File: src/clc_pkg.sv
/*
 * clc_pkg: constants and carriers for the configurable logic cell.
 * assumes a 32-bit apb slave at word-aligned offsets chosen here.
 */
package clc_pkg;
   // ------------------------------------------------------------
   // register offsets (byte addresses)
   // ------------------------------------------------------------
   localparam logic [7:0] CLC_OFF_CTRL_LOW   = 8'h00;
   localparam logic [7:0] CLC_OFF_CTRL_HIGH  = 8'h04;
   localparam logic [7:0] CLC_OFF_SRC_SEL    = 8'h08;
   localparam logic [7:0] CLC_OFF_GATE_LOW   = 8'h0c;
   localparam logic [7:0] CLC_OFF_GATE_HIGH  = 8'h10;

   // ------------------------------------------------------------
   // control low field positions
   // ------------------------------------------------------------
   localparam int CLC_BIT_ENABLE    = 15;
   localparam int CLC_BIT_RISE_IRQ  = 11;
   localparam int CLC_BIT_FALL_IRQ  = 10;
   localparam int CLC_BIT_PIN_DRIVE = 7;
   localparam int CLC_BIT_STATUS    = 6;
   localparam int CLC_BIT_OUT_INV   = 5;
   localparam int CLC_MODE_LSB      = 0;

   // ------------------------------------------------------------
   // reset values
   // ------------------------------------------------------------
   localparam logic [15:0] CLC_RST_CTRL_LOW  = 16'h0000;
   localparam logic [3:0]  CLC_RST_CTRL_HIGH = 4'h0;
   localparam logic [11:0] CLC_RST_SRC_SEL   = 12'h000;
   localparam logic [15:0] CLC_RST_GATE      = 16'h0000;
   localparam logic        CLC_RST_STATE     = 1'b0;

   // writable masks of the low control register
   localparam logic [15:0] CLC_WMASK_CTRL_LOW = 16'h8c27;

   // ------------------------------------------------------------
   // cell function codes
   // ------------------------------------------------------------
   typedef enum logic [2:0] {
      CLC_FN_AND_OR   = 3'h0,
      CLC_FN_OR_XOR   = 3'h1,
      CLC_FN_AND4     = 3'h2,
      CLC_FN_SR_LATCH = 3'h3,
      CLC_FN_DFF_SR   = 3'h4,
      CLC_FN_DFF2_R   = 3'h5,
      CLC_FN_JK_R     = 3'h6,
      CLC_FN_LATCH_SR = 3'h7
   } clc_fn_t;

   // configuration carrier from registers to the core
   typedef struct packed {
      logic        cell_enable;
      logic        output_invert;
      clc_fn_t     mode;
      logic [3:0]  gate_invert;
      logic [11:0] source_select;
      logic [31:0] gate_select;
   } clc_cfg_t;
endpackage

File: src/clc_core.sv
/*
 * clc_core: source muxes, gates and the selectable cell function.
 * assumes sources are synchronous to pclk; state updates on pclk.
 */
`timescale 1ns/1ps
module clc_core (
   input  wire logic            pclk,
   input  wire logic            presetn,
   input  wire clc_pkg::clc_cfg_t cfg,
   input  wire logic [7:0]      sources,
   output logic                 cell_out
);
   import clc_pkg::*;

   logic [3:0] pick;
   logic [7:0] cand;
   logic [3:0] gate;
   logic       state_r;
   logic       state_nxt;
   logic       comb_val;

   // ------------------------------------------------------------
   // input stage
   // ------------------------------------------------------------
   always_comb
   begin
      for (int i = 0; i < 4; i++)
      begin
         pick[i] = sources[cfg.source_select[3*i +: 3]];
         cand[2*i] = pick[i];
         cand[2*i+1] = ~pick[i];
      end
      for (int g = 0; g < 4; g++)
      begin
         gate[g] = (|(cand & cfg.gate_select[8*g +: 8])) ^ cfg.gate_invert[g];
      end
   end

   // ------------------------------------------------------------
   // cell function
   // ------------------------------------------------------------
   always_comb
   begin
      comb_val  = 1'b0;
      state_nxt = state_r;
      unique case (cfg.mode)
         CLC_FN_AND_OR:   comb_val = (gate[0] & gate[1]) | (gate[2] & gate[3]);
         CLC_FN_OR_XOR:   comb_val = (gate[0] | gate[1]) ^ (gate[2] | gate[3]);
         CLC_FN_AND4:     comb_val = &gate;
         // set on gates 1|2, reset on gates 3|4, reset dominant
         CLC_FN_SR_LATCH:
            state_nxt = (gate[2] | gate[3]) ? 1'b0 : ((gate[0] | gate[1]) ? 1'b1 : state_r);
         // gate 2 is d, gate 4 set, gate 3 reset
         CLC_FN_DFF_SR:
            state_nxt = gate[2] ? 1'b0 : (gate[3] ? 1'b1 : gate[1]);
         CLC_FN_DFF2_R:
            state_nxt = gate[2] ? 1'b0 : (gate[1] & gate[3]);
         // gate 2 is j, gate 4 k, gate 3 reset
         CLC_FN_JK_R:
            state_nxt = gate[2] ? 1'b0 : ((gate[1] & ~state_r) | (~gate[3] & state_r));
         // gate 1 is the enable of the latch, gate 2 d
         CLC_FN_LATCH_SR:
            state_nxt = gate[2] ? 1'b0 : (gate[3] ? 1'b1 : (gate[0] ? gate[1] : state_r));
      endcase
      if (!cfg.cell_enable)
      begin
         state_nxt = CLC_RST_STATE;
      end
   end

   always_ff @(posedge pclk or negedge presetn)
   begin
      if (!presetn)
      begin
         state_r <= CLC_RST_STATE;
      end
      else
      begin
         state_r <= state_nxt;
      end
   end

   always_comb
   begin
      if (!cfg.cell_enable)
      begin
         cell_out = 1'b0;
      end
      else if (cfg.mode inside {CLC_FN_AND_OR, CLC_FN_OR_XOR, CLC_FN_AND4})
      begin
         cell_out = comb_val ^ cfg.output_invert;
      end
      else
      begin
         cell_out = state_r ^ cfg.output_invert;
      end
   end
endmodule

File: src/clc_top.sv
/*
 * clc_top: apb register file around the configurable logic cell.
 * assumes sources are synchronous to pclk; pin drive enable set by hw input.
 */
// Design decisions made here: the APB interface to the registers and the placing of the registers.
// Overview of operation
// - four muxes each pick one of eight sources by source select.
// - each mux gives true and inverted copy, eight gate candidates.
// - each gate ORs the candidates enabled by its gate select byte.
// - high control bits 3..0 invert gates four..one.
// - bit 15 enables the cell; clear holds output at zero.
// - mode 000 and-or, 001 or-xor, 010 four-input and.
// - mode 100 is a one-input d flip-flop with set and reset.
// - mode 101 is a two-input d flip-flop with reset.
// - mode 110 is a jk flip-flop with reset.
// - mode 111 is a transparent latch with set and reset.
// - bit 5 inverts the final cell output.
// - bit 7 drives the cell to its pin; read only, resets zero.
// - bit 11 raises an interrupt on rising cell output.
// - unimplemented control bits read as zero.
`timescale 1ns/1ps
module clc_top (
   input  wire logic        pclk,
   input  wire logic        presetn,
   input  wire logic        psel,
   input  wire logic        penable,
   input  wire logic        pwrite,
   input  wire logic [7:0]  paddr,
   input  wire logic [31:0] pwdata,
   output logic [31:0]      prdata,
   output logic             pready,
   output logic             pslverr,
   input  wire logic [7:0]  sources,
   input  wire logic        pin_drive_request,
   output logic             cell_pin_out,
   output logic             cell_pin_oe,
   output logic             cell_irq
);
   import clc_pkg::*;

   // ------------------------------------------------------------
   // registers
   // ------------------------------------------------------------
   logic [15:0] ctrl_low_r,  ctrl_low_nxt;
   logic [3:0]  ctrl_high_r, ctrl_high_nxt;
   logic [11:0] src_sel_r,   src_sel_nxt;
   logic [15:0] gate_low_r,  gate_low_nxt;
   logic [15:0] gate_high_r, gate_high_nxt;
   logic        pin_drive_r, pin_drive_nxt;
   logic [31:0] prdata_r,    prdata_nxt;
   logic        pready_r,    pready_nxt;
   logic        pslverr_r,   pslverr_nxt;
   logic        out_prev_r,  out_prev_nxt;
   logic        irq_r,       irq_nxt;
   logic        pin_r,       pin_nxt;
   logic        oe_r,        oe_nxt;
   logic        cell_out;
   logic        wr_go;
   logic        rd_go;
   logic        hit;
   clc_cfg_t    cfg;

   function automatic logic addr_hit(input logic [7:0] a);
      addr_hit = (a == CLC_OFF_CTRL_LOW) || (a == CLC_OFF_CTRL_HIGH) || (a == CLC_OFF_SRC_SEL)
                 || (a == CLC_OFF_GATE_LOW) || (a == CLC_OFF_GATE_HIGH);
   endfunction

   assign cfg.cell_enable   = ctrl_low_r[CLC_BIT_ENABLE];
   assign cfg.output_invert = ctrl_low_r[CLC_BIT_OUT_INV];
   assign cfg.mode          = clc_fn_t'(ctrl_low_r[CLC_MODE_LSB +: 3]);
   assign cfg.gate_invert   = ctrl_high_r;
   assign cfg.source_select = src_sel_r;
   assign cfg.gate_select   = {gate_high_r, gate_low_r};

   clc_core u_core (
      .pclk     (pclk),
      .presetn  (presetn),
      .cfg      (cfg),
      .sources  (sources),
      .cell_out (cell_out)
   );

   // ------------------------------------------------------------
   // apb slave: one wait state, answer in the second cycle after setup
   // ------------------------------------------------------------
   assign hit   = addr_hit(paddr);
   // writes land on the edge where the master sees pready, not one earlier
   assign wr_go = psel && penable && pready_r && pwrite;
   assign rd_go = psel && penable && !pready_r && !pwrite;

   always_comb
   begin
      ctrl_low_nxt  = ctrl_low_r;
      ctrl_high_nxt = ctrl_high_r;
      src_sel_nxt   = src_sel_r;
      gate_low_nxt  = gate_low_r;
      gate_high_nxt = gate_high_r;
      prdata_nxt    = prdata_r;
      pready_nxt    = psel && penable && !pready_r;
      pslverr_nxt   = psel && penable && !pready_r && !hit;
      if (wr_go)
      begin
         unique case (paddr)
            // status and pin bits are read only, masked from writes
            CLC_OFF_CTRL_LOW:  ctrl_low_nxt  = pwdata[15:0] & CLC_WMASK_CTRL_LOW;
            CLC_OFF_CTRL_HIGH: ctrl_high_nxt = pwdata[3:0];
            CLC_OFF_SRC_SEL:   src_sel_nxt   = pwdata[11:0];
            CLC_OFF_GATE_LOW:  gate_low_nxt  = pwdata[15:0];
            CLC_OFF_GATE_HIGH: gate_high_nxt = pwdata[15:0];
            default:           ;
         endcase
      end
      if (rd_go)
      begin
         unique case (paddr)
            CLC_OFF_CTRL_LOW:
            begin
               prdata_nxt = {16'h0000, ctrl_low_r};
               prdata_nxt[CLC_BIT_STATUS]    = cell_out;
               prdata_nxt[CLC_BIT_PIN_DRIVE] = pin_drive_r;
            end
            CLC_OFF_CTRL_HIGH: prdata_nxt = {28'h0000000, ctrl_high_r};
            CLC_OFF_SRC_SEL:   prdata_nxt = {20'h00000, src_sel_r};
            CLC_OFF_GATE_LOW:  prdata_nxt = {16'h0000, gate_low_r};
            CLC_OFF_GATE_HIGH: prdata_nxt = {16'h0000, gate_high_r};
            default:           prdata_nxt = 32'h00000000;
         endcase
      end
   end

   // ------------------------------------------------------------
   // cell output, pin and edge interrupt
   // ------------------------------------------------------------
   always_comb
   begin
      pin_drive_nxt = pin_drive_request;
      out_prev_nxt  = cell_out;
      pin_nxt       = cell_out;
      oe_nxt        = pin_drive_r;
      irq_nxt = (ctrl_low_r[CLC_BIT_RISE_IRQ] && cell_out && !out_prev_r)
             || (ctrl_low_r[CLC_BIT_FALL_IRQ] && !cell_out && out_prev_r);
   end

   always_ff @(posedge pclk or negedge presetn)
   begin
      if (!presetn)
      begin
         ctrl_low_r  <= CLC_RST_CTRL_LOW;
         ctrl_high_r <= CLC_RST_CTRL_HIGH;
         src_sel_r   <= CLC_RST_SRC_SEL;
         gate_low_r  <= CLC_RST_GATE;
         gate_high_r <= CLC_RST_GATE;
         pin_drive_r <= 1'b0;
         prdata_r    <= 32'h00000000;
         pready_r    <= 1'b0;
         pslverr_r   <= 1'b0;
         out_prev_r  <= 1'b0;
         irq_r       <= 1'b0;
         pin_r       <= 1'b0;
         oe_r        <= 1'b0;
      end
      else
      begin
         ctrl_low_r  <= ctrl_low_nxt;
         ctrl_high_r <= ctrl_high_nxt;
         src_sel_r   <= src_sel_nxt;
         gate_low_r  <= gate_low_nxt;
         gate_high_r <= gate_high_nxt;
         pin_drive_r <= pin_drive_nxt;
         prdata_r    <= prdata_nxt;
         pready_r    <= pready_nxt;
         pslverr_r   <= pslverr_nxt;
         out_prev_r  <= out_prev_nxt;
         irq_r       <= irq_nxt;
         pin_r       <= pin_nxt;
         oe_r        <= oe_nxt;
      end
   end

   assign prdata       = prdata_r;
   assign pready       = pready_r;
   assign pslverr      = pslverr_r;
   assign cell_pin_out = pin_r;
   assign cell_pin_oe  = oe_r;
   assign cell_irq     = irq_r;

   // ------------------------------------------------------------
   // checks
   // ------------------------------------------------------------
   property p_disabled_zero;
      @(posedge pclk) disable iff (!presetn)
      !ctrl_low_r[CLC_BIT_ENABLE] |=> !cell_pin_out;
   endproperty
   a_disabled_zero: assert property (p_disabled_zero) else $error("disabled cell output not zero");

   property p_rise_irq;
      @(posedge pclk) disable iff (!presetn)
      (ctrl_low_r[CLC_BIT_RISE_IRQ] && $rose(cell_out)) |=> cell_irq;
   endproperty
   a_rise_irq: assert property (p_rise_irq) else $error("rising edge gave no interrupt");

   property p_fall_irq;
      @(posedge pclk) disable iff (!presetn)
      (ctrl_low_r[CLC_BIT_FALL_IRQ] && $fell(cell_out)) |=> cell_irq;
   endproperty
   a_fall_irq: assert property (p_fall_irq) else $error("falling edge gave no interrupt");

   property p_irq_single;
      @(posedge pclk) disable iff (!presetn)
      cell_irq |-> !$past(cell_irq) || $changed(out_prev_r);
   endproperty
   a_irq_single: assert property (p_irq_single) else $error("interrupt held without new edge");

   property p_no_irq_masked;
      @(posedge pclk) disable iff (!presetn)
      (ctrl_low_r[11:10] == 2'b00) |=> !cell_irq;
   endproperty
   a_no_irq_masked: assert property (p_no_irq_masked) else $error("interrupt with edges disabled");

   property p_and4;
      @(posedge pclk) disable iff (!presetn)
      (ctrl_low_r[15] && ctrl_low_r[2:0] == 3'h2 && !ctrl_low_r[5] && u_core.gate != 4'hf) |-> !cell_out;
   endproperty
   a_and4: assert property (p_and4) else $error("and4 high with a low gate");

   property p_invert;
      @(posedge pclk) disable iff (!presetn)
      (ctrl_low_r[15] && ctrl_low_r[2:0] == 3'h2 && ctrl_low_r[5] && u_core.gate == 4'hf) |-> !cell_out;
   endproperty
   a_invert: assert property (p_invert) else $error("output invert not applied");

   property p_status_read;
      @(posedge pclk) disable iff (!presetn)
      (rd_go && paddr == CLC_OFF_CTRL_LOW) |=> prdata[6] == $past(cell_out) && prdata[4:3] == 2'b00;
   endproperty
   a_status_read: assert property (p_status_read) else $error("status bit or reserved bits wrong");

   property p_pin_oe;
      @(posedge pclk) disable iff (!presetn)
      pin_drive_r |=> cell_pin_oe;
   endproperty
   a_pin_oe: assert property (p_pin_oe) else $error("pin not driven when enabled");

   property p_oe_off;
      @(posedge pclk) disable iff (!presetn)
      !pin_drive_r |=> !cell_pin_oe;
   endproperty
   a_oe_off: assert property (p_oe_off) else $error("pin driven while not enabled");

   property p_and_or;
      @(posedge pclk) disable iff (!presetn)
      (cfg.cell_enable && cfg.mode == CLC_FN_AND_OR && !cfg.output_invert)
      |-> cell_out == ((u_core.gate[0] & u_core.gate[1]) | (u_core.gate[2] & u_core.gate[3]));
   endproperty
   a_and_or: assert property (p_and_or) else $error("and-or output wrong");

   property p_or_xor;
      @(posedge pclk) disable iff (!presetn)
      (cfg.cell_enable && cfg.mode == CLC_FN_OR_XOR && !cfg.output_invert)
      |-> cell_out == ((u_core.gate[0] | u_core.gate[1]) ^ (u_core.gate[2] | u_core.gate[3]));
   endproperty
   a_or_xor: assert property (p_or_xor) else $error("or-xor output wrong");

   property p_sr_set;
      @(posedge pclk) disable iff (!presetn)
      (cfg.cell_enable && cfg.mode == CLC_FN_SR_LATCH && (u_core.gate[0] | u_core.gate[1])
       && !(u_core.gate[2] | u_core.gate[3])) |=> u_core.state_r;
   endproperty
   a_sr_set: assert property (p_sr_set) else $error("set-reset latch not set");

   property p_sr_reset;
      @(posedge pclk) disable iff (!presetn)
      (cfg.cell_enable && cfg.mode == CLC_FN_SR_LATCH && (u_core.gate[2] | u_core.gate[3])) |=> !u_core.state_r;
   endproperty
   a_sr_reset: assert property (p_sr_reset) else $error("set-reset latch not reset");

   property p_dff_sr;
      @(posedge pclk) disable iff (!presetn)
      (cfg.cell_enable && cfg.mode == CLC_FN_DFF_SR && !u_core.gate[2])
      |=> u_core.state_r == $past(u_core.gate[3] | u_core.gate[1]);
   endproperty
   a_dff_sr: assert property (p_dff_sr) else $error("d flip-flop with set wrong");

   property p_dff2;
      @(posedge pclk) disable iff (!presetn)
      (cfg.cell_enable && cfg.mode == CLC_FN_DFF2_R && !u_core.gate[2])
      |=> u_core.state_r == $past(u_core.gate[1] & u_core.gate[3]);
   endproperty
   a_dff2: assert property (p_dff2) else $error("two-input d flip-flop wrong");

   property p_jk_toggle;
      @(posedge pclk) disable iff (!presetn)
      (cfg.cell_enable && cfg.mode == CLC_FN_JK_R && !u_core.gate[2] && u_core.gate[1] && u_core.gate[3])
      |=> u_core.state_r != $past(u_core.state_r);
   endproperty
   a_jk_toggle: assert property (p_jk_toggle) else $error("jk flip-flop did not toggle");

   property p_latch_hold;
      @(posedge pclk) disable iff (!presetn)
      (cfg.cell_enable && cfg.mode == CLC_FN_LATCH_SR && !u_core.gate[0] && !u_core.gate[2] && !u_core.gate[3])
      |=> u_core.state_r == $past(u_core.state_r);
   endproperty
   a_latch_hold: assert property (p_latch_hold) else $error("closed latch changed");

   property p_enable_clears;
      @(posedge pclk) disable iff (!presetn)
      !cfg.cell_enable |=> !u_core.state_r;
   endproperty
   a_enable_clears: assert property (p_enable_clears) else $error("state kept while disabled");

   property p_high_reserved;
      @(posedge pclk) disable iff (!presetn)
      (rd_go && paddr == CLC_OFF_CTRL_HIGH) |=> prdata[31:4] == 28'h0000000;
   endproperty
   a_high_reserved: assert property (p_high_reserved) else $error("high control reserved bits set");
endmodule

File: config.mk
export PLATFORM = sky130hd
export DESIGN_NAME = clc_top
export DESIGN_NICKNAME = d
export VERILOG_FILES = /design/src/clc_pkg.sv /design/src/clc_core.sv /design/src/clc_top.sv
export SDC_FILE = /design/constraint.sdc
export NUM_CORES = 1
export LEC_CHECK = 0
export ABC_AREA = 1
export BUFFER_PORTS_ARGS = -buffer_cell sky130_fd_sc_hd__buf_2
export CAP_MARGIN = 10
export CORE_MARGIN = 1.5
export CORE_UTILIZATION = 30
export CTS_BUF_LIST = sky130_fd_sc_hd__clkbuf_16
export DETAILED_ROUTE_END_ITERATION = 16
export GPL_TIMING_DRIVEN = 1
export PLACE_DENSITY_LB_ADDON = 0.15
export REMOVE_ABC_BUFFERS = 1
export SLEW_MARGIN = 20
export SYNTH_ARGS = -nofsm -noshare
export SYNTH_HDL_FRONTEND = slang
export SYNTH_SLANG_ARGS = --single-unit
File: constraint.sdc
create_clock -name pclk -period 1.75 [get_ports pclk]
set_input_delay 0.2625 -clock pclk [delete_from_list [all_inputs] [get_ports pclk]]
set_output_delay 0.2625 -clock pclk [all_outputs]
set_load 0.01 [all_outputs]
# Word-level counts from Yosys, hierarchy flattened

Index checks and enable logic that the tools add are counted.

Add/sub/neg operators: 0
Bitwise gates (word level): 26
Divide/modulo/power cells: 0
Reduce and logical (&&, ||, !) cells: 34
$lt $le $gt $ge: 4
$mul: 0
Equal/unequal tests: 14
Mux-type cells: 23
Shifts and indexed selects: 0

Operators by type and width:

| kind                 | count |
|---|---|
| $pmux W16 S5         | 1 |
| $and A8 B8 Y8        | 4 |
| $reduce_or A8 Y1     | 4 |
| $eq A8 B4 Y1 const B | 2 |
| $lt A3 B4 Y1 const B | 4 |
| $mux W1              | 16 |
| $bmux W1 S3          | 4 |
| $eq A3 B3 Y1 const B | 4 |
| $logic_and A1 B1 Y1  | 10 |
| $reduce_and A2 Y1    | 5 |
| $eq A8 B3 Y1 const B | 1 |
| $eq A8 B5 Y1 const B | 1 |
| $logic_not A8 Y1     | 1 |
| $xor A1 B1 Y1        | 7 |
| $eq A3 B2 Y1 const B | 2 |
| $ne A6 B1 Y1 const B | 1 |
| $not A1 Y1           | 6 |
| $and A1 B1 Y1        | 5 |
| $logic_not A1 Y1     | 5 |
| $logic_or A1 B1 Y1   | 5 |
| $ne A5 B2 Y1 const B | 1 |
| $pmux W1 S5          | 1 |
| $ne A4 B2 Y1 const B | 1 |
| $or A1 B1 Y1         | 4 |
| 6 further kinds      | 6 |

Word-level logic and storage cells: 114
Output and inout bits: 37
Memory bits (read-only): 0
Memories kept: 0
Memory bits (writable): 0
Latch bits: 0
Flip-flop bits (word level): 94

# Logic depth before layout (Yosys ltp)

Gate-level depths: netlist of the first run.

Depth after elaboration: 16
Mapped depth: 22

# Cells and area by module

Synthesis of the first run repeated with hierarchy kept, for this count alone.

Cell total of the unflattened synthesis: 625
Area, all modules: 4603.2 sq um

By module, submodules not included:

| module   | times used | cells each | area each (sq um) |
|---|---|---|---|
| clc_top  | 1          | 425        | 3659.8 |
| clc_core | 1          | 200        | 943.4 |

# Worst setup path after synthesis of the first run

No wires, ideal clock.

Kind: register to register
From: register src_sel_r[0]
To: register irq_r, in the netlist cell_irq
Cell stages (with the launch flop): 22
Path slack: -200 ps
Required time: 1628 ps
Arrival: 1828 ps
Path buffers: 0
Library setup time: 122 ps
Path through: dfrtp_1 > inv_2 > nand2_1 > nand3_1 > nand3b_2 > nand2_2 > nand2_1 > nand2_2 > nor2_4 > nand2_1 > nand2_2 > nand2_4 > inv_2 > nand2_2 > nand2_2 > nand3_2 > nand3_2 > nand2_1 > nand2_2 > nand3_1 > nand3_1 > o21ai_1

Cells in the longest elaborated chain, start to end: 16

RTL lines:

| item                                          | RTL line                       | source |
|---|---|---|
| start: declaration                            | clc_top.sv:46                  | `logic [11:0] src_sel_r, src_sel_nxt;` |
| start signal: assignment                      | clc_top.sv:166                 | `src_sel_r <= src_sel_nxt;` |
| $bmux W1 S3 (*)                               | clc_core.sv:29                 | `pick[i] = sources[cfg.source_select[3*i +: 3]];` |
| $mux W1 (implied by the code) (*)             | clc_core.sv:29                 |  |
| $not A1 Y1                                    | clc_core.sv:31                 | `cand[2*i+1] = ~pick[i];` |
| $and A8 B8 Y8                                 | clc_core.sv:35                 | `gate[g] = (\|(cand & cfg.gate_select[8*g +: 8])) ^ cfg.gate_invert[g];` |
| $reduce_or A8 Y1                              | clc_core.sv:35                 |  |
| $xor A1 B1 Y1                                 | clc_core.sv:35                 |  |
| $or A1 B1 Y1 or $and A1 B1 Y1 (tied branches) | clc_core.sv:48, clc_core.sv:47 |  |
| $xor A1 B1 Y1 or $or A1 B1 Y1 (tied branches) | clc_core.sv:48, clc_core.sv:47 |  |
| $pmux W1 S3 (*)                               | clc_core.sv:46                 | `unique case (cfg.mode)` |
| $xor A1 B1 Y1 (*)                             | clc_core.sv:91                 | `cell_out = comb_val ^ cfg.output_invert;` |
| $mux W1 (*)                                   | clc_core.sv:89                 | `else if (cfg.mode inside {CLC_FN_AND_OR, CLC_FN_OR_XOR, CLC_FN_AND4})` |
| $mux W1 (*)                                   | clc_core.sv:85                 | `if (!cfg.cell_enable)` |
| $logic_not A1 Y1                              | clc_top.sv:141                 | `\|\| (ctrl_low_r[CLC_BIT_FALL_IRQ] && !cell_out && out_prev_r);` |
| $logic_and A1 B1 Y1 (2 in series)             | clc_top.sv:141                 |  |
| $logic_or A1 B1 Y1 (*)                        | clc_top.sv:141                 |  |
| net irq_nxt                                   | clc_top.sv:54                  | `logic irq_r, irq_nxt;` |
| end signal: assignment                        | clc_top.sv:174                 | `irq_r <= irq_nxt;` |
| end: declaration                              | clc_top.sv:54                  |  |

The timed path passes the listed nets; every way through them passes the cells marked *. The select of a mux whose other input is x is not followed.
A chain may end at the register's enable or synchronous reset.

# Worst setup path after layout of the first run

From: register src_sel_r[9]
To: register irq_r, in the netlist cell_irq

The elaborated chain is that of the path after synthesis.

==> out/results.ini, run 1 <==
[min_path]
hp-class=in2reg
whs_path_depth=1
holdPathEnd=oe_nxt
min_from=pin_drive_request

[placement]
placed_cells=855
gp_congestion=0.8531
portBuffers=58
place_hpwl_mm=9.605
dpl_cell_area_um2=5253

[drt]
num_vias=4163
ant_nets=0
wl_per_cell_um=15.58
drcViolationCount=0
first_iter_violations=274
dr.pass1.iters=5
wl_mm=13.70
drt-vias-per-instance=4.736

[synthesis]
yosys-mux-area-fraction=0
yosysTopAreaCell=dfrtp_1
yosys.area_share.simple=0.3083
synth-seq-cells=78
synth_top_family_by_area=simple AND/OR/NAND/NOR gates
synthTopCellsByArea=dfrtp_1, nand2_1, o21ai_0
synth_edf_count=0
synth_compound_area_frac=0.1351
synthFlopType=dfrtp_1
synth_xor_area_frac=0
synth-adder-area-share=0
syn_area_um2=4242
synth_top_cell_area_share=0.4602
syn_inst=557
synth.distinct_cells=29
synth_warnings=0
postSynthAreaPerCell_um2=7.615
ys_seq_area_frac=0.4602
async_flop_share=1.000

[timing]
finalCritPeriodShare=1.349
fmax_ghz=0.4235
setup_ws_ps=-611.1
final_max_slew_viol_count=0
holdWs_ps=22.34
rsz0062_at_grt=true
relSlewSlack=0.5795
finalHoldViolCount=0
clock_skew_ps=6.062
worst_pin_slew_ps=630.8
setup_viol_count_final=4
fin_crit_ps=2361

[critical_path]
slowest_stage=dfrtp_2
critPathRequiredTime_ps=1980
start_kind=flop
critPathArrivalTime_ps=2590
cp_max_fo=6
critical-path-top-delay-family=simple AND/OR/NAND/NOR gates
crit_type=reg2reg
r2r_start=src_sel_r[9]
setup.worst_path.end_class=flop
worst_path_largest_cell_delay_ps=460
cpMostUsedCell=nand2_2
crit_chain=inv_4 -> nand2_2 -> nand3_2 -> nand3_4 -> buf_6 -> nand3_4 -> nand2_4 -> nor2_4 -> nand2_1 -> nand2_2 -> nand2_2 -> inv_2 -> nand3_2 -> nor2_2 -> nor2_1 -> nand3_2 -> nand2_2 -> nand2_2 -> nand3_4 -> nand3_2 -> o21ai_1
reg2reg_slack_ps=-610
cp_num_buf_inv=3
reg2regPathDepth=21
worstReg2RegEnd=cell_irq

[power]
cellPowerDensity_nw_per_um2=688.3
pwr-share-clk=0.487
power.share.sequential=0.444
internal_power_mw=3.147
leakage_nw=2.943
combPwrFrac=0.069
p_sw_mw=0.9667
swShare=0.2350
vdd_drop_max_mv=0.3710

[clock_tree]
clock_path_buffers=2
htreeDepth=3
cts_root_buf=clkbuf_16
clk_pin_slew_ps=60
clock_latency_ps=350
numCtsBuffers=9
cts_tree=done
cts_sinks=78

[global_route]
track_usage=0.1953
grt_start_max_net_pins=79
overflow=0
grt_pass1_wl_mm=21.62
antenna_found_initial=0
grt_pass1_vias=4125

[cells_and_area]
final_cell_mix=nand2_1, dfrtp_1, buf_4
antenna_cells=0
layout_commonest_cell=nand2_1
finalInstanceArea_um2=5977
nFillCells=1414
drive_gt1_frac=0.3648
area_growth_pct=40.91
fin_cells=879
multiInputGateArea_um2=2265
ff_latch_area_um2=1958
nets=748
utilization=0.4323

[outcome]
status=finished with violations
violations=setup timing

[die]
rows=43
chipWidth_um=121.9
core_area_um2=13830
initial_utilization=0.3068
die_area_um2=14860
pin_count=91
die_h_um=121.9

[run]
drv_cap=0

==> Yosys cell counts, types with 4 or more instances <==
library cell / n
nand2_1: 180
dfrtp_1: 78
o21ai_0: 66
inv_1: 55
nand3_1: 45
nor2_1: 21
buf_4: 16
nand2_2: 16
clkbuf_1: 13
a221oi_1: 10
nand3_2: 9
a21oi_1: 7
a22o_1: 6
inv_2: 6
nor2_2: 4
==> power by group through the flow <==
| stage | Sequential, mW | Clock, mW | Combinational (mW) |
|---|---|---|---|
| 3_3_place_gp | 1.86 | 0 | 0.247 |
| 2_1_floorplan | 1.86 | 0 | 0.103 |
| 4_1_cts | 1.83 | 2.06 | 0.268 |
| 6_report | 1.83 | 2.00 | 0.283 |
| 5_1_grt | 1.83 | 2.12 | 0.320 |
| 3_5_place_dp | 1.86 | 0 | 0.250 |
==> how the worst max path moves through the flow <==
stage                 start        to  cells past startpoint
6_report       src_sel_r[9]  cell_irq                     21
5_1_grt        src_sel_r[9]  cell_irq                     21
2_1_floorplan  src_sel_r[0]  cell_irq                     21
4_1_cts        src_sel_r[9]  cell_irq                     21
3_5_place_dp   src_sel_r[6]  cell_irq                     21
3_3_place_gp   src_sel_r[6]  cell_irq                     21
==> kinds of logic after synthesis <==
logic type	after synthesis
AND/OR/NAND/NOR	288
other	1
flip-flops	78
buffers and inverters	92
AO/OA/AOI/OAI	98
==> flip-flops by register name, summed over array words and instances, names as in the netlist <==
register	cells
gate_low_r	16
cell_pin_out	1
u_core.state_r	1
pslverr	1
pready	1
ctrl_high_r	4
ctrl_low_r	7
gate_high_r	16
src_sel_r	12
cell_pin_oe	1
oe_nxt	1
cell_irq	1
prdata	16
==> metrics by stage <==
step / TNS, ps / total power, mW / setup slack, ps
6_report: -2104 / 4.114 / -611.1
5_1_grt: -2662 / 4.269 / -738.2
4_1_cts: -1742 / 4.152 / -466.5
3_5_place_dp: -4247 / 2.111 / -729.1
3_3_place_gp: -3444 / 2.108 / -676.1
2_1_floorplan: -2076 / 1.966 / -200.2
==> final cells by class <==
class	count	area share
multi-input cells	402	0.3789
flip-flops and latches	78	0.3276
repair buffers	140	0.1639
inverters	63	0.04040
clock buffers	9	0.03768
well taps	180	0.03768
clock inverters	7	0.01382
==> layer usage <==
| layer | share of wire | track usage | up-vias | wire length, µm |
|---|---|---|---|---|
| met2 | 0.48 | 0.3220 | 125 | 6515 |
| met4 | 0.032 | 0.1037 | 0 | 437 |
| met1 | 0.45 | 0.2453 | 1947 | 6154 |
| met3 | 0.043 | 0.03184 | 25 | 588 |
| li1 | - | - | 2066 | - |
| met5 | 0 | 0 | - | 0 |
==> timing repair <==
action	4_1_cts	5_1_grt
pin swaps	16	30
hold buffers	1	0
setup endpoints to repair	4	8
hold endpoints to repair	78	0
setup buffers	5	4
resized for setup	42	48
No activity file was read; power rests on OpenSTA's default activity.
==> run 2: changes to the inputs <==
--- a/config.mk
+++ b/config.mk
@@ -17,2 +17,3 @@
 export REMOVE_ABC_BUFFERS = 1
+export SKIP_CTS_REPAIR_TIMING = 1
 export SLEW_MARGIN = 20
==> constraint.sdc (replaced) <==
create_clock -name pclk -period 1.75 [get_ports pclk]
set_input_delay 0.175 -clock pclk [delete_from_list [all_inputs] [get_ports pclk]]
set_output_delay 0.175 -clock pclk [all_outputs]
set_load 0.01 [all_outputs]
==> out/results.ini, run 2 (synthesis results as in run 1) <==
[clock_tree]
cts_sinks=78  ; unchanged
numCtsBuffers=9  ; unchanged
cts_tree=done
htreeDepth=3  ; unchanged
clock_path_buffers=2  ; unchanged
clock_latency_ps=350  ; about the same
cts_root_buf=clkbuf_16
clk_pin_slew_ps=60  ; about the same

[timing]
clock_skew_ps=7.811  ; +1.749 ps
worst_pin_slew_ps=608.5  ; -22.26 ps
finalCritPeriodShare=1.311  ; -0.03804
setup_viol_count_final=4  ; unchanged
holdWs_ps=101.9  ; +79.53 ps
setup_ws_ps=-544.5  ; +66.57 ps
rsz0062_at_grt=true
final_max_slew_viol_count=0  ; unchanged
finalHoldViolCount=0  ; unchanged
relSlewSlack=0.5943  ; +0.01484
fin_crit_ps=2295  ; -66.57 ps
fmax_ghz=0.4358  ; +2.9%

[global_route]
track_usage=0.1899  ; -0.005419
grt_pass1_vias=4073  ; -1.3%
grt_start_max_net_pins=39  ; -51%
antenna_found_initial=0  ; unchanged
grt_pass1_wl_mm=21.15  ; -2.2%
overflow=0  ; unchanged

[critical_path]
start_kind=flop
worstReg2RegEnd=cell_irq
r2r_start=src_sel_r[9]
cp_max_fo=6  ; unchanged
crit_type=reg2reg
reg2regPathDepth=20  ; -4.8%
reg2reg_slack_ps=-540  ; +70 ps
setup.worst_path.end_class=flop
critPathArrivalTime_ps=2530  ; -60 ps
cp-endpoint=cell_irq
critPathRequiredTime_ps=1980  ; about the same
critPathLaunch=src_sel_r[9]

[drt]
wl_per_cell_um=15.87  ; +1.8%
drt-vias-per-instance=4.807  ; +1.5%
ant_nets=0  ; unchanged
dr.pass1.iters=6  ; +1
num_vias=4192  ; +0.70%
first_iter_violations=258  ; -5.8%
drcViolationCount=0  ; unchanged
wl_mm=13.84  ; +1.0%

[power]
vdd_drop_max_mv=0.4360  ; +18%
cellPowerDensity_nw_per_um2=646.9  ; -6.0%
total_power_mw=3.827  ; -7.0%
leakage_nw=2.910  ; -1.1%

[placement]
portBuffers=58  ; unchanged
gp_congestion=0.8038  ; -5.8%
place_hpwl_mm=9.951  ; +3.6%
placed_cells=847  ; -0.94%

[cells_and_area]
antenna_cells=0  ; unchanged
utilization=0.4278  ; -0.004434
final_cell_mix=nand2_1, dfrtp_1, buf_4
layout_commonest_cell=nand2_1
drive_gt1_frac=0.3728  ; +0.008026
fin_cells=872  ; -0.80%
nets=741  ; -0.94%
area_growth_pct=39.47

[die]
pin_count=91  ; unchanged
rows=43  ; unchanged
initial_utilization=0.3068  ; unchanged
core_area_um2=13830  ; unchanged
die_h_um=121.9  ; unchanged
die_area_um2=14860  ; unchanged
chipWidth_um=121.9  ; unchanged

[outcome]
status=finished with violations
violations=setup timing

[min_path]
hp-class=in2reg

[run]
drv_cap=0  ; unchanged

-- run 2: where the power goes --
group	switching [mW]	leakage [nW]	internal [mW]	total, mW
clock network	0.773	0.135	0.938	1.71
logic	0.188	1.71	0.101	0.289
registers	0.0104	1.07	1.82	1.83
-- run 2: area by class of cell --
type / instances / area, µm²
Timing Repair Buffer: 133 / 923.4
Clock inverter: 7 / 33.78
Fill cell: 1430 / 7911
Clock buffer: 9 / 225.2
Sequential cell: 78 / 1961
Multi-Input combinational cell: 402 / 2301
Tap cell: 180 / 225.2
Inverter: 63 / 246.5
-- run 2: worst max-delay path, cell delays in order, from the launching register on --
cell     delay [ps]
dfrtp_2         440
inv_4            70
nand2_2          70
nand3_2          80
nand3_4         140
nand2_4          80
nand2_2          60
nand2_2          60
nor2_4          160
nand3_2         110
nand2_4         100
inv_4            50
nand3_2          60
nor2_1           40
nor2_1          120
nand3_2         110
nand3_2          70
buf_4           110
nand3_4         100
nand3_1          80
o21ai_1          60
-- run 2: how the worst min path moves through the flow --
| stage | startpoint | end | slack, ps | cells after the start |
|---|---|---|---|---|
| after floorplan | presetn | cell_irq | -120 | 0 |
| after global placement | presetn | src_sel_r[4] | 150 | 1 |
| after detailed placement | presetn | gate_high_r[7] | 150 | 1 |
| after CTS | presetn | src_sel_r[6] | -210 | 1 |
| after global routing | pwdata[14] | gate_high_r[14] | 130 | 3 |
| final | pwdata[13] | gate_high_r[13] | 100 | 3 |
-- run 2: metrics by stage --
| stage | setup slack, ps | setup TNS (ps) | instance area (µm²) |
|---|---|---|---|
| 2_1_floorplan | -200.2 | -677.0 | 4129 |
| 3_3_place_gp | -675.9 | -2264 | 5205 |
| 3_5_place_dp | -779.8 | -3135 | 5205 |
| 4_1_cts | -778.5 | -2431 | 5464 |
| 5_1_grt | -762.4 | -2773 | 5916 |
| 6_report | -544.5 | -1993 | 5916 |
-- run 2: per-layer routing --
layer / track usage / wire [µm] / up-vias
met1: 0.2510 / 6183 / 1982
met5: 0 / 0 / -
met3: 0.03371 / 600 / 36
met2: 0.3023 / 6590 / 129
li1: - / - / 2045
met4: 0.08824 / 461 / 0
==> run 3: changes to the inputs <==
CTS_BUF_LIST = unset   (was sky130_fd_sc_hd__clkbuf_16)
==> out/results.ini, run 3 (synthesis results as in run 1) <==
[outcome]
status=finished with violations
violations=setup timing

[drt]
wl_per_cell_um=15.91  ; +0.29%
num_vias=4191  ; -0.024%
first_iter_violations=245  ; -5.0%
wl_mm=13.88  ; +0.29%
drt-vias-per-instance=4.806  ; about the same
drcViolationCount=0  ; unchanged
ant_nets=0  ; unchanged
dr.pass1.iters=5  ; -1

[global_route]
grt_start_max_net_pins=39  ; unchanged
grt_pass1_vias=4076  ; +0.074%
antenna_found_initial=0  ; unchanged
overflow=0  ; unchanged
track_usage=0.1898  ; about the same
grt_pass1_wl_mm=21.13  ; about the same

[timing]
rsz0062_at_grt=true
relSlewSlack=0.5824  ; -0.01190
fmax_ghz=0.4359  ; about the same
worst_pin_slew_ps=626.3  ; +17.85 ps
clock_skew_ps=7.248  ; -0.5628 ps
setup_viol_count_final=4  ; unchanged
setup_ws_ps=-544.1  ; +0.3910 ps
finalHoldViolCount=0  ; unchanged
final_max_slew_viol_count=0  ; unchanged
finalCritPeriodShare=1.311  ; about the same
fin_crit_ps=2294  ; -0.3910 ps

[run]
drv_cap=0  ; unchanged

[placement]
place_hpwl_mm=9.951  ; unchanged
portBuffers=58  ; unchanged
gp_congestion=0.8038  ; unchanged

[clock_tree]
clock_latency_ps=340  ; about the same
cts_root_buf=clkbuf_16
numCtsBuffers=9  ; unchanged
htreeDepth=3  ; unchanged
clock_path_buffers=2  ; unchanged
clk_pin_slew_ps=60  ; about the same
cts_sinks=78  ; unchanged
cts_tree=done

[critical_path]
worst_path_largest_cell_delay_ps=520  ; +80 ps
slowest_stage=dfrtp_1
critPathArrivalTime_ps=2520  ; about the same
crit_type=reg2reg
setup.worst_path.end_class=flop
cp_max_fo=5  ; -1
start_kind=flop
critPathRequiredTime_ps=1980  ; about the same
crit_chain=inv_1 -> nand3_4 -> nand2_4 -> nand2_2 -> nand2_2 -> nor2_4 -> nand3_2 -> nand2_4 -> inv_4 -> nand3_2 -> nor2_1 -> nor2_1 -> nand3_2 -> nand3_2 -> buf_4 -> nand3_4 -> nand3_1 -> o21ai_1
cpMostUsedCell=nand3_2

[cells_and_area]
antenna_cells=0  ; unchanged
area_growth_pct=39.70
layout_commonest_cell=nand2_1
nets=741  ; unchanged
final_cell_mix=nand2_1, dfrtp_1, buf_4
nFillCells=1429  ; -0.070%
utilization=0.4286  ; +0.0007240
drive_gt1_frac=0.3743  ; +0.001445

[power]
vdd_drop_max_mv=0.3946  ; -9.5%
leakage_nw=2.907  ; about the same
total_power_mw=3.872  ; +1.2%
cellPowerDensity_nw_per_um2=653.5  ; +1.0%

[die]
core_area_um2=13830  ; unchanged
rows=43  ; unchanged
die_area_um2=14860  ; unchanged
pin_count=91  ; unchanged
initial_utilization=0.3068  ; unchanged
die_h_um=121.9  ; unchanged
chipWidth_um=121.9  ; unchanged

[min_path]
hp-class=in2reg

run 3: changes by cell type in the layout (fill, tap and decap cells not counted), sizes merged:
cell / change
clkinv: -1
clkbuf: +3
inv: -2
run 3: worst max-delay path: cells and delay by family, from the launching register on:
kind                   cells  cell delay, ps
and+or+nand+nor           14            1310
DFF                        1             520
buffers and inverters      3             300
AOI/OAI and AO/OA          1              60
run 3: through the flow:
stage          setup slack [ps]  TNS, ps  cell area (µm²)  hold WS [ps]  instances
4_1_cts                  -778.7    -2432             5474        -211.2        863
3_5_place_dp             -779.8    -3135             5205         149.0        847
2_1_floorplan            -200.2   -677.0             4129        -120.6        543
5_1_grt                  -762.1    -2772             5926         127.1        872
3_3_place_gp             -675.9    -2264             5205         146.3        847
6_report                 -544.1    -2010             5926         102.7        872
run 3: metal layers:
layer | vias to the layer above | wire length, µm | GRT usage
met5 | - | 0 | 0
met4 | 0 | 422 | 0.08824
met3 | 30 | 599 | 0.03371
met2 | 115 | 6688 | 0.3030
met1 | 2001 | 6165 | 0.2501
li1 | 2045 | - | -
run 3: report_power, final:
part	total [mW]	switching (mW)	internal (mW)
Combinational	0.290	0.189	0.101
Clock	1.75	0.762	0.993
Sequential	1.83	0.0103	1.82
run 3: path summary, 6_finish.rpt:
kind | from | endpoint | slack (ps) | depth (start not counted)
max | src_sel_r[11] | cell_irq | -540 | 18
min | pwdata[13] | gate_high_r[13] | 100 | 3
max reg2reg | src_sel_r[11] | cell_irq | -540 | 18
min reg2reg | oe_nxt | cell_pin_oe | 380 | 0
max in group asynchronous | presetn | src_sel_r[0] | 870 | 3
min in group asynchronous | presetn | oe_nxt | 320 | 2
run 3: layout make-up:
cell class | instances | area, µm² | share of cell area
Tap cell | 180 | 225.2 | 0.03801
Clock buffer | 12 | 246.5 | 0.04160
Inverter | 63 | 246.5 | 0.04160
Multi-Input combinational cell | 402 | 2301 | 0.3883
Sequential cell | 78 | 1961 | 0.3309
Timing Repair Buffer | 133 | 923.4 | 0.1558
Clock inverter | 4 | 22.52 | 0.003801
